$ cat src/verilog/frps_pkg.sv
package frps_pkg;

	////////////////////////////////////////////////////////////////////////////////
	// Host addresses
	localparam logic [15:0] FRPS_ADDR_DOR = 16'h03f2;
	localparam logic [15:0] FRPS_ADDR_STATUS = 16'h03f4;
	localparam logic [15:0] FRPS_ADDR_DATA = 16'h03f5;
	localparam logic [15:0] FRPS_ADDR_CCR = 16'h03f7;

	////////////////////////////////////////////////////////////////////////////////
	// Rate select fields
	localparam int FRPS_RS_RATE_LO = 0;
	localparam int FRPS_RS_DLY_LO = 2;
	localparam int FRPS_RS_UNDEF = 5;
	localparam int FRPS_RS_LOWPWR = 6;
	localparam int FRPS_RS_SWRST = 7;
	localparam logic [7:0] FRPS_RS_RESET = 8'h02;
	localparam int FRPS_DOR_RESET_BIT = 2;
	localparam logic [7:0] FRPS_DOR_RESET = 8'h00;

	// Status fields
	localparam int FRPS_ST_DRVA = 0;
	localparam int FRPS_ST_DRVB = 1;
	localparam int FRPS_ST_BUSY = 4;
	localparam int FRPS_ST_POLL = 5;
	localparam int FRPS_ST_DIR = 6;
	localparam int FRPS_ST_RQM = 7;

	////////////////////////////////////////////////////////////////////////////////
	// Codes
	localparam logic [2:0] FRPS_DLY_DEFAULT = 3'h0;
	localparam logic [2:0] FRPS_DLY_NONE = 3'h7;
	localparam logic [1:0] FRPS_CODE_1M = 2'h3;
	localparam logic [1:0] FRPS_CODE_500K = 2'h0;
	localparam logic [1:0] FRPS_CODE_300K = 2'h1;
	localparam logic [1:0] FRPS_CODE_250K = 2'h2;
	localparam logic [1:0] FRPS_DRT_3MODE = 2'h1;
	localparam logic [1:0] FRPS_DRT_2MEG = 2'h2;
	localparam logic [7:0] FRPS_WRITE_DELAY_CODE_TRACK_RESET = 8'h00;

	typedef enum logic [2:0] {
		FRPS_R250K = 3'h0,
		FRPS_R300K = 3'h1,
		FRPS_R500K = 3'h3,
		FRPS_R1M = 3'h2,
		FRPS_R2M = 3'h6
	} frps_rate_t;

	////////////////////////////////////////////////////////////////////////////////
	// Times in picoseconds and derived cycle counts at 20 MHz
	localparam int FRPS_CLK_PS = 50000;
	localparam int FRPS_STEP_LO_PS = 41670;
	localparam int FRPS_STEP_HI_PS = 20800;
	localparam int FRPS_DEF_2M_PS = 20800;
	localparam int FRPS_DEF_1M_PS = 41670;
	localparam int FRPS_DEF_SLOW_PS = 125000;
	localparam int FRPS_SWRST_MIN_PS = 100000;
	localparam int FRPS_DLY_MAX_CYC = 6;

	// Delays are longest times: round down, never below one cycle
	function automatic logic [2:0] frps_dly_cyc(input int ps);
		int c;
		c = ps / FRPS_CLK_PS;
		if (c < 1) begin
			c = 1;
		end
		frps_dly_cyc = c[2:0];
	endfunction : frps_dly_cyc

	// Least time: round up
	localparam int FRPS_SWRST_CYC_I = (FRPS_SWRST_MIN_PS + FRPS_CLK_PS - 1) / FRPS_CLK_PS;
	localparam logic [2:0] FRPS_SWRST_CYC = FRPS_SWRST_CYC_I[2:0];

endpackage : frps_pkg

$ cat src/verilog/frps_top.sv
`timescale 1ns/100ps
module frps_top (
	// Clock and reset
	input wire logic CORE_CLK,
	input wire logic SYS_RST,
	// Host register port
	input wire logic [15:0] HOST_ADDR,
	input wire logic [7:0] HOST_WDATA,
	input wire logic HOST_WR,
	input wire logic HOST_RD,
	output logic [7:0] HOST_RDATA,
	// Command engine status
	input wire logic CMD_ACCEPTED,
	input wire logic RESULT_DONE,
	input wire logic LAST_BYTE_NO_RESULT,
	input wire logic EXEC_ACTIVE,
	input wire logic POLLED_MODE,
	input wire logic XFER_READY,
	input wire logic XFER_TO_HOST,
	input wire logic DRIVE_A_SEEKING,
	input wire logic DRIVE_B_SEEKING,
	// Drive configuration
	input wire logic DRIVE_RATE_TABLE_HI,
	input wire logic DRIVE_RATE_TABLE_LO,
	input wire logic DRIVE_TYPE_HI,
	input wire logic DRIVE_TYPE_LO,
	input wire logic [7:0] WRITE_DELAY_CODE_START_TRACK,
	input wire logic WRITE_DELAY_CODE_TRACK_LOAD,
	input wire logic [7:0] CURRENT_TRACK,
	// Write data path
	input wire logic WRITE_DATA_IN,
	output logic WRITE_DATA_OUT,
	// Controller control
	output logic CTRL_RESET,
	output logic LOW_POWER,
	output logic [7:0] RATE_SELECT_SHADOW,
	output frps_pkg::frps_rate_t DATA_RATE,
	output logic FM_HALF_RATE_OK,
	output logic DENSITY_SELECT,
	output logic DRIVE_DENSITY_PIN0,
	output logic DRIVE_DENSITY_PIN1
);
	import frps_pkg::*;

	////////////////////////////////////////////////////////////////////////////////
	// Register state
	logic [7:0] rate_select_r;
	logic [7:0] rate_select_nxt;
	logic [1:0] rate_code_r;
	logic [1:0] rate_code_nxt;
	logic [7:0] dor_r;
	logic [2:0] swrst_cnt_r;
	logic [2:0] swrst_cnt_nxt;
	logic low_power_r;
	logic low_power_nxt;
	logic cmd_busy_r;
	logic cmd_busy_nxt;
	logic [7:0] start_track_r;
	logic [7:0] rdata_nxt;
	logic ctrl_reset_nxt;

	////////////////////////////////////////////////////////////////////////////////
	// Address decode
	wire sel_status = (HOST_ADDR == FRPS_ADDR_STATUS);
	wire sel_data = (HOST_ADDR == FRPS_ADDR_DATA);
	wire wr_rate = HOST_WR && sel_status;
	wire rd_status = HOST_RD && sel_status;
	wire wr_ccr = HOST_WR && (HOST_ADDR == FRPS_ADDR_CCR);
	wire wr_dor = HOST_WR && (HOST_ADDR == FRPS_ADDR_DOR);
	wire acc_wake = (HOST_WR || HOST_RD) && (sel_status || sel_data);
	wire sw_reset_req = wr_rate && HOST_WDATA[FRPS_RS_SWRST];
	wire sw_reset_act = (swrst_cnt_r != 3'h0);

	////////////////////////////////////////////////////////////////////////////////
	// Rate select register; bit 5 is stored as written, software keeps it zero
	always_comb begin
		rate_select_nxt = rate_select_r;
		if (wr_rate) begin
			rate_select_nxt = HOST_WDATA;
		end else begin
			rate_select_nxt[FRPS_RS_SWRST] = 1'b0;
		end
	end

	// Last writer of rate bits wins; soft reset leaves it alone
	always_comb begin
		rate_code_nxt = rate_code_r;
		if (wr_rate) begin
			rate_code_nxt = HOST_WDATA[FRPS_RS_RATE_LO +: 2];
		end else if (wr_ccr) begin
			rate_code_nxt = HOST_WDATA[FRPS_RS_RATE_LO +: 2];
		end
	end

	always_ff @(posedge CORE_CLK or posedge SYS_RST) begin
		if (SYS_RST) begin
			rate_select_r <= FRPS_RS_RESET;
			rate_code_r <= FRPS_RS_RESET[1:0];
			RATE_SELECT_SHADOW <= FRPS_RS_RESET;
		end else begin
			rate_select_r <= rate_select_nxt;
			rate_code_r <= rate_code_nxt;
			if (wr_rate) begin
				RATE_SELECT_SHADOW <= HOST_WDATA;
			end
		end
	end

	////////////////////////////////////////////////////////////////////////////////
	// Controller reset: output-register bit low, or stretched soft pulse
	// The soft pulse is held long enough to meet the minimum reset width
	always_comb begin
		swrst_cnt_nxt = swrst_cnt_r;
		if (sw_reset_req) begin
			swrst_cnt_nxt = FRPS_SWRST_CYC;
		end else if (sw_reset_act) begin
			swrst_cnt_nxt = swrst_cnt_r - 3'h1;
		end
	end

	assign ctrl_reset_nxt = !dor_r[FRPS_DOR_RESET_BIT] || sw_reset_req || (swrst_cnt_nxt != 3'h0);

	always_ff @(posedge CORE_CLK or posedge SYS_RST) begin
		if (SYS_RST) begin
			dor_r <= FRPS_DOR_RESET;
			swrst_cnt_r <= 3'h0;
			CTRL_RESET <= 1'b1;
		end else begin
			if (wr_dor) begin
				dor_r <= HOST_WDATA;
			end
			swrst_cnt_r <= swrst_cnt_nxt;
			CTRL_RESET <= ctrl_reset_nxt;
		end
	end

	////////////////////////////////////////////////////////////////////////////////
	// Manual low power; entering wins over the wake of the same status write
	always_comb begin
		low_power_nxt = low_power_r;
		if (sw_reset_req || acc_wake) begin
			low_power_nxt = 1'b0;
		end
		if (wr_rate && HOST_WDATA[FRPS_RS_LOWPWR] && !HOST_WDATA[FRPS_RS_SWRST]) begin
			low_power_nxt = 1'b1;
		end
	end

	always_ff @(posedge CORE_CLK or posedge SYS_RST) begin
		if (SYS_RST) begin
			low_power_r <= 1'b0;
		end else begin
			low_power_r <= low_power_nxt;
		end
	end

	assign LOW_POWER = low_power_r;

	////////////////////////////////////////////////////////////////////////////////
	// Command busy: set wins over a done clear in the same cycle; controller reset clears over both
	always_comb begin
		cmd_busy_nxt = cmd_busy_r;
		if (RESULT_DONE) begin
			cmd_busy_nxt = 1'b0;
		end
		if (LAST_BYTE_NO_RESULT) begin
			cmd_busy_nxt = 1'b0;
		end
		if (CMD_ACCEPTED) begin
			cmd_busy_nxt = 1'b1;
		end
		if (CTRL_RESET) begin
			cmd_busy_nxt = 1'b0;
		end
	end

	always_ff @(posedge CORE_CLK or posedge SYS_RST) begin
		if (SYS_RST) begin
			cmd_busy_r <= 1'b0;
		end else begin
			cmd_busy_r <= cmd_busy_nxt;
		end
	end

	////////////////////////////////////////////////////////////////////////////////
	// Main status, built from live inputs except the registered busy bit and the registered CTRL_RESET gate, so a read right after a transfer is valid
	wire host_transfer_request = XFER_READY && !CTRL_RESET;
	wire transfer_direction = host_transfer_request && XFER_TO_HOST;
	wire polled = POLLED_MODE && EXEC_ACTIVE;
	wire [7:0] status_word = {host_transfer_request, transfer_direction, polled, cmd_busy_r, 2'b00,
		DRIVE_B_SEEKING, DRIVE_A_SEEKING};

	// Only the status port is readable here; other reads return zero
	assign rdata_nxt = rd_status ? status_word : 8'h00;

	always_ff @(posedge CORE_CLK or posedge SYS_RST) begin
		if (SYS_RST) begin
			HOST_RDATA <= 8'h00;
		end else begin
			HOST_RDATA <= rdata_nxt;
		end
	end

	////////////////////////////////////////////////////////////////////////////////
	// Data rate and density
	wire [1:0] drt = {DRIVE_RATE_TABLE_HI, DRIVE_RATE_TABLE_LO};
	wire [1:0] dtype = {DRIVE_TYPE_HI, DRIVE_TYPE_LO};
	wire is_300_slot = (rate_code_r == FRPS_CODE_300K);
	wire rate_2m = is_300_slot && (drt == FRPS_DRT_2MEG);
	wire rate_500_alt = is_300_slot && (drt == FRPS_DRT_3MODE);
	wire density = (rate_code_r == FRPS_CODE_1M) || (rate_code_r == FRPS_CODE_500K);
	frps_rate_t rate_nxt;

	always_comb begin
		rate_nxt = FRPS_R250K;
		unique case (rate_code_r)
			FRPS_CODE_1M: rate_nxt = FRPS_R1M;
			FRPS_CODE_500K: rate_nxt = FRPS_R500K;
			FRPS_CODE_300K: rate_nxt = rate_2m ? FRPS_R2M : (rate_500_alt ? FRPS_R500K : FRPS_R300K);
			FRPS_CODE_250K: rate_nxt = FRPS_R250K;
		endcase
	end

	// Pin pair per drive type
	logic pin1_nxt;
	logic pin0_nxt;

	always_comb begin
		pin1_nxt = rate_code_r[0];
		pin0_nxt = density;
		unique case (dtype)
			2'h0: begin
				pin1_nxt = rate_code_r[0];
				pin0_nxt = density;
			end
			2'h2: begin
				pin1_nxt = rate_code_r[0];
				pin0_nxt = rate_code_r[1];
			end
			2'h1: begin
				pin1_nxt = rate_code_r[0];
				pin0_nxt = !density;
			end
			2'h3: begin
				pin1_nxt = rate_code_r[1];
				pin0_nxt = rate_code_r[0];
			end
		endcase
	end

	always_ff @(posedge CORE_CLK or posedge SYS_RST) begin
		if (SYS_RST) begin
			DATA_RATE <= FRPS_R250K;
			FM_HALF_RATE_OK <= 1'b1;
			DENSITY_SELECT <= 1'b0;
			DRIVE_DENSITY_PIN0 <= 1'b0;
			DRIVE_DENSITY_PIN1 <= 1'b0;
		end else begin
			DATA_RATE <= rate_nxt;
			// FM runs at half the MFM rate; none exists at 1 or 2 Mbps
			FM_HALF_RATE_OK <= (rate_nxt != FRPS_R1M) && (rate_nxt != FRPS_R2M);
			DENSITY_SELECT <= density;
			DRIVE_DENSITY_PIN0 <= pin0_nxt;
			DRIVE_DENSITY_PIN1 <= pin1_nxt;
		end
	end

	////////////////////////////////////////////////////////////////////////////////
	// Write precompensation. At 20 MHz sub-cycle steps round down to one cycle,
	// so fine steps collapse; a faster clock would resolve them.
	wire [2:0] dly_code = rate_select_r[FRPS_RS_DLY_LO +: 3];
	wire fast = (rate_nxt == FRPS_R2M);
	logic [2:0] tap_sel;
	logic [2:0] tap_def;
	logic [2:0] step_n;

	always_ff @(posedge CORE_CLK or posedge SYS_RST) begin
		if (SYS_RST) begin
			start_track_r <= FRPS_WRITE_DELAY_CODE_TRACK_RESET;
		end else if (WRITE_DELAY_CODE_TRACK_LOAD) begin
			start_track_r <= WRITE_DELAY_CODE_START_TRACK;
		end
	end

	always_comb begin
		tap_def = frps_dly_cyc(FRPS_DEF_SLOW_PS);
		if (rate_nxt == FRPS_R2M) begin
			tap_def = frps_dly_cyc(FRPS_DEF_2M_PS);
		end else if (rate_nxt == FRPS_R1M) begin
			tap_def = frps_dly_cyc(FRPS_DEF_1M_PS);
		end
	end

	always_comb begin
		step_n = frps_dly_cyc(FRPS_STEP_LO_PS * int'(dly_code));
		if (fast) begin
			step_n = frps_dly_cyc(FRPS_STEP_HI_PS * int'(dly_code));
		end
		tap_sel = step_n;
		if (dly_code == FRPS_DLY_NONE) begin
			tap_sel = 3'h0;
		end else if (dly_code == FRPS_DLY_DEFAULT) begin
			tap_sel = tap_def;
		end
		if (CURRENT_TRACK < start_track_r) begin
			tap_sel = 3'h0;
		end
	end

	frps_wdly u_wdly (
		.clk(CORE_CLK),
		.rst(SYS_RST),
		.din(WRITE_DATA_IN),
		.tap(tap_sel),
		.dout(WRITE_DATA_OUT)
	);

endmodule : frps_top

$ cat src/verilog/frps_wdly.sv
`timescale 1ns/100ps
module frps_wdly (
	// Clock and reset
	input wire logic clk,
	input wire logic rst,
	// Data and tap
	input wire logic din,
	input wire logic [2:0] tap,
	output logic dout
);
	import frps_pkg::*;

	logic [FRPS_DLY_MAX_CYC-1:0] sr_r;
	logic sel;

	assign sel = (tap == 3'h0) ? din : sr_r[tap - 3'h1];

	genvar i;
	generate
		for (i = 0; i < FRPS_DLY_MAX_CYC; i++) begin : g_tap
			always_ff @(posedge clk or posedge rst) begin
				if (rst) begin
					sr_r[i] <= 1'b0;
				end else begin
					sr_r[i] <= (i == 0) ? din : sr_r[(i == 0) ? 0 : i - 1];
				end
			end
		end
	endgenerate

	always_ff @(posedge clk or posedge rst) begin
		if (rst) begin
			dout <= 1'b0;
		end else begin
			dout <= sel;
		end
	end

endmodule : frps_wdly
$ cat config.mk
export PLATFORM = sky130hd
export DESIGN_NAME = frps_top
export DESIGN_NICKNAME = d
export VERILOG_FILES = /design/src/verilog/frps_pkg.sv /design/src/verilog/frps_top.sv /design/src/verilog/frps_wdly.sv
export SDC_FILE = /design/constraint.sdc
export NUM_CORES = 1
export LEC_CHECK = 0
export ABC_AREA = 1
export BUFFER_PORTS_ARGS = -buffer_cell sky130_fd_sc_hd__buf_2
export CELL_PAD_IN_SITES_DETAIL_PLACEMENT = 1
export CELL_PAD_IN_SITES_GLOBAL_PLACEMENT = 1
export CORE_MARGIN = 3
export CORE_UTILIZATION = 40
export DETAILED_ROUTE_END_ITERATION = 6
export PLACE_DENSITY_LB_ADDON = 0.12
export SLEW_MARGIN = 20
export SYNTH_ARGS = -nofsm -noshare
export SYNTH_HDL_FRONTEND = slang
export SYNTH_SLANG_ARGS = --single-unit
export TNS_END_PERCENT = 5
$ cat constraint.sdc
create_clock -name CORE_CLK -period 6.1 [get_ports CORE_CLK]
set_input_delay 0.61 -clock CORE_CLK [delete_from_list [all_inputs] [get_ports CORE_CLK]]
set_output_delay 0.61 -clock CORE_CLK [all_outputs]
set_load 0.05 [all_outputs]
==> results.yml <==
grt:
  grt_usage_pct: 25.31
  grt_pass1_vias: 6144
  overflow: 0
  antenna_found_initial: 0
  grt_start_max_net_pins: 46
  grt_pass1_wl_mm: 29.95
place:
  dpl.hpwl_mm: 14.67
  dp.cells: 1082
  gp_congestion: 0.9085
  port-buffer-count: 82
  dpl-instance-area_um2: 5916
  pre_cts_ws_ps: 19.06
finish:
  antennaDiodeCount: 0
  drive_gt1_share_pct: 24.79
  design_area_um2: 6451
  area_growth_pct: 21.49
  stdcell_count: 1120
  finalNetCount: 1043
  final_common_cell: "nand2_1"
  fillers: 1752
  final_cell_mix: "nand2_1 (242), inv_1 (100), buf_2 (82)"
  utilization_pct: 50.30
power_and_ir_drop:
  p_per_area_nw_per_um2: 120.1
  switching_share_pct: 25.99
  switchingPower_uw: 201.4
  leakage_nw: 3.661
  power_frac_seq_pct: 41.7
  combinationalPowerShare_pct: 17.2
  peakVddDrop_v: 0.0001805
  p_int_uw: 573.5
  finalPower_uw: 774.9
  clkPwrFrac_pct: 41.1
worst_setup_path:
  worstSetupStartpointType: "flip-flop"
  crit_required_ps: 6320
  cp_max_fo: 10
  arrival_ps: 5880
  cpMostUsedCell: "nand2_1"
  max_stage_delay_ps: 490
  crit_type: "flip-flop to flip-flop"
  cp_slowest_cell: "fa_2"
  worst_setup_path_end_kind: "flip-flop"
floorplanning:
  initial_core_util_pct: 41.40
  ioPinCount: 85
  die_h_um: 121.2
  rows: 41
  die_x_um: 121.2
  core_area_um2: 12820
  die_area_um2: 14690
sta:
  fin_crit_ps: 5659
  hold_viol_final: 0
  report.final.setup_viol: 0
  report.final.slew_viol_count: 0
  fmax_ghz: 0.1767
  post-route-period-util_pct: 92.76
  finalClockSkew_ps: 6.159
  tns_ps: 0
  hold_slack_ps: 375.9
  tightest_slew_ps: 947.9
  worst_slack_ps: 441.4
  max_slew_margin_pct: 36.71
detailed_routing:
  topRoutingLayerUsed: "met4"
  first_iter_violations: 197
  wl_met1_mm: 7.591
  vias: 5855
  drt_pre_antenna_iters: 4
  vias_per_cell: 5.228
  wl_met2_mm: 9.186
  wl_met3_mm: 1.074
  wire_per_inst_um: 16.51
  totalWireLength_mm: 18.49
  drcViolationCount: 0
  ant_nets: 0
logic_synthesis:
  ys_seq_area_share_pct: 21.30
  synthesis.area_um2: 5310
  ys_warn_count: 0
  async_flop_share_pct: 100.0
  ys.flop_type: "dfrtp_1"
  synth_seq_cells: 45
  synth_cells: 829
  syn_avg_cell_area_um2: 6.405
  ys_types: 52
  synth-edff-count: 0
clock_network:
  cts_tree: "yes"
  worstSkewPairLatency_ps: 290
  clkSlewWorstSetupHoldPaths_ps: 60
  cts.sink_count: 45
  clock_tree.buffer_depth: 2
  cts_htree_levels: 2
  cts_buffers: 5
  cts-root-buf: "clkbuf_16"
outcome:
  outcome: "finished, final reports clean"
min_path:
  holdCritPathClass: "flip-flop to flip-flop"
flow_run:
  maxCapViolations: 0
[flip-flops by register name, indices dropped and copies added (netlist names), 2 cells and up]
signal	flops
DATA_RATE	3
HOST_RDATA	6
RATE_SELECT_SHADOW	8
rate_code_r	2
start_track_r	8
swrst_cnt_r	3
u_wdly.sr_r	6
[per-layer routing]
| metal | global-route usage, % | up-vias |
|---|---|---|
| met5 | 0 | - |
| met4 | 9.244 | 0 |
| met3 | 4.662 | 38 |
| met2 | 44.98 | 156 |
| met1 | 30.40 | 2756 |
| li1 | - | 2905 |
[path summary, 6_finish.rpt]
| kind | endpoint | slack, ps | start | cells after the start |
|---|---|---|---|---|
| min in group asynchronous | start_track_r[3] | 530 | SYS_RST | 2 |
| max | u_wdly.dout | 440 | RATE_SELECT_SHADOW[3] | 40 |
| min | u_wdly.sr_r[3] | 380 | u_wdly.sr_r[2] | 0 |
| max in group asynchronous | RATE_SELECT_SHADOW[4] | 4920 | SYS_RST | 2 |
| max reg2reg | u_wdly.dout | 440 | RATE_SELECT_SHADOW[3] | 40 |
| min reg2reg | u_wdly.sr_r[3] | 380 | u_wdly.sr_r[2] | 0 |
[worst max-delay path, delay by kind of cell (launching register included)]
family                   cells  cell delay [ps]
AO/OA/AOI/OAI                1              120
AND/OR/NAND/NOR             30             3220
flip-flops                   1              440
buffers and inverters        6              700
adder cells (fa/ha/maj)      3             1100
[power groups by stage]
stage | Clock (mW) | Combinational (mW) | Sequential (mW)
2_1_floorplan | 0 | 0.0806 | 0.334
3_3_place_gp | 0 | 0.123 | 0.327
3_5_place_dp | 0 | 0.132 | 0.329
4_1_cts | 0.330 | 0.133 | 0.323
5_1_grt | 0.340 | 0.152 | 0.324
6_report | 0.319 | 0.133 | 0.323
[repair_timing]
item / CTS / global route
gates cloned: 0 / 3
hold buffers: 0 / 0
pin swaps: 0 / 16
setup endpoints to repair: 1 / 1
resized for setup: 1 / 27
setup buffers: 0 / 27
[cell families (layout without fill, tap and decap cells)]
group	after synthesis	count (layout)	share of synthesized area (%)
xor+xnor	22	22	3.629
other cells	1	2	0.07062
simple gates	498	501	44.67
flops	45	45	21.30
compound gates	85	85	9.496
buf+inv	136	251	10.91
fa+ha+maj	37	37	8.860
mux	5	5	1.060
[synthesized netlist by cell type, drive strengths merged, types with 2 or more instances]
master / n / area [um2]
nor2: 102 / 476.7
a31oi: 6 / 37.54
nor4: 5 / 31.28
clkinv: 2 / 7.510
and2: 2 / 12.51
nand4: 23 / 150.1
dfstp: 4 / 105.1
nor3: 8 / 40.04
nand2: 271 / 1106
o21bai: 2 / 15.01
nor3b: 2 / 15.01
o31ai: 2 / 15.01
xor2: 18 / 157.7
clkbuf: 3 / 11.26
dfrtp: 41 / 1026
buf: 11 / 102.6
inv: 120 / 457.9
nand3: 79 / 498.0
o211ai: 6 / 45.04
xnor2: 4 / 35.03
a21oi: 33 / 172.7
ha: 36 / 450.4
nand3b: 4 / 30.03
o21ai: 29 / 160.2
mux2: 5 / 56.30
[layout make-up]
type	instances	area, um2	area share, %
Multi-Input combinational cell	652	3729	57.80
Sequential cell	45	1134	17.57
Timing Repair Buffer	121	728.2	11.29
Clock buffer	7	142.6	2.211
Clock inverter	1	30.03	0.4655
Inverter	122	473.0	7.331
Tap cell	172	215.2	3.336
(Power assumes the default switching activity.)
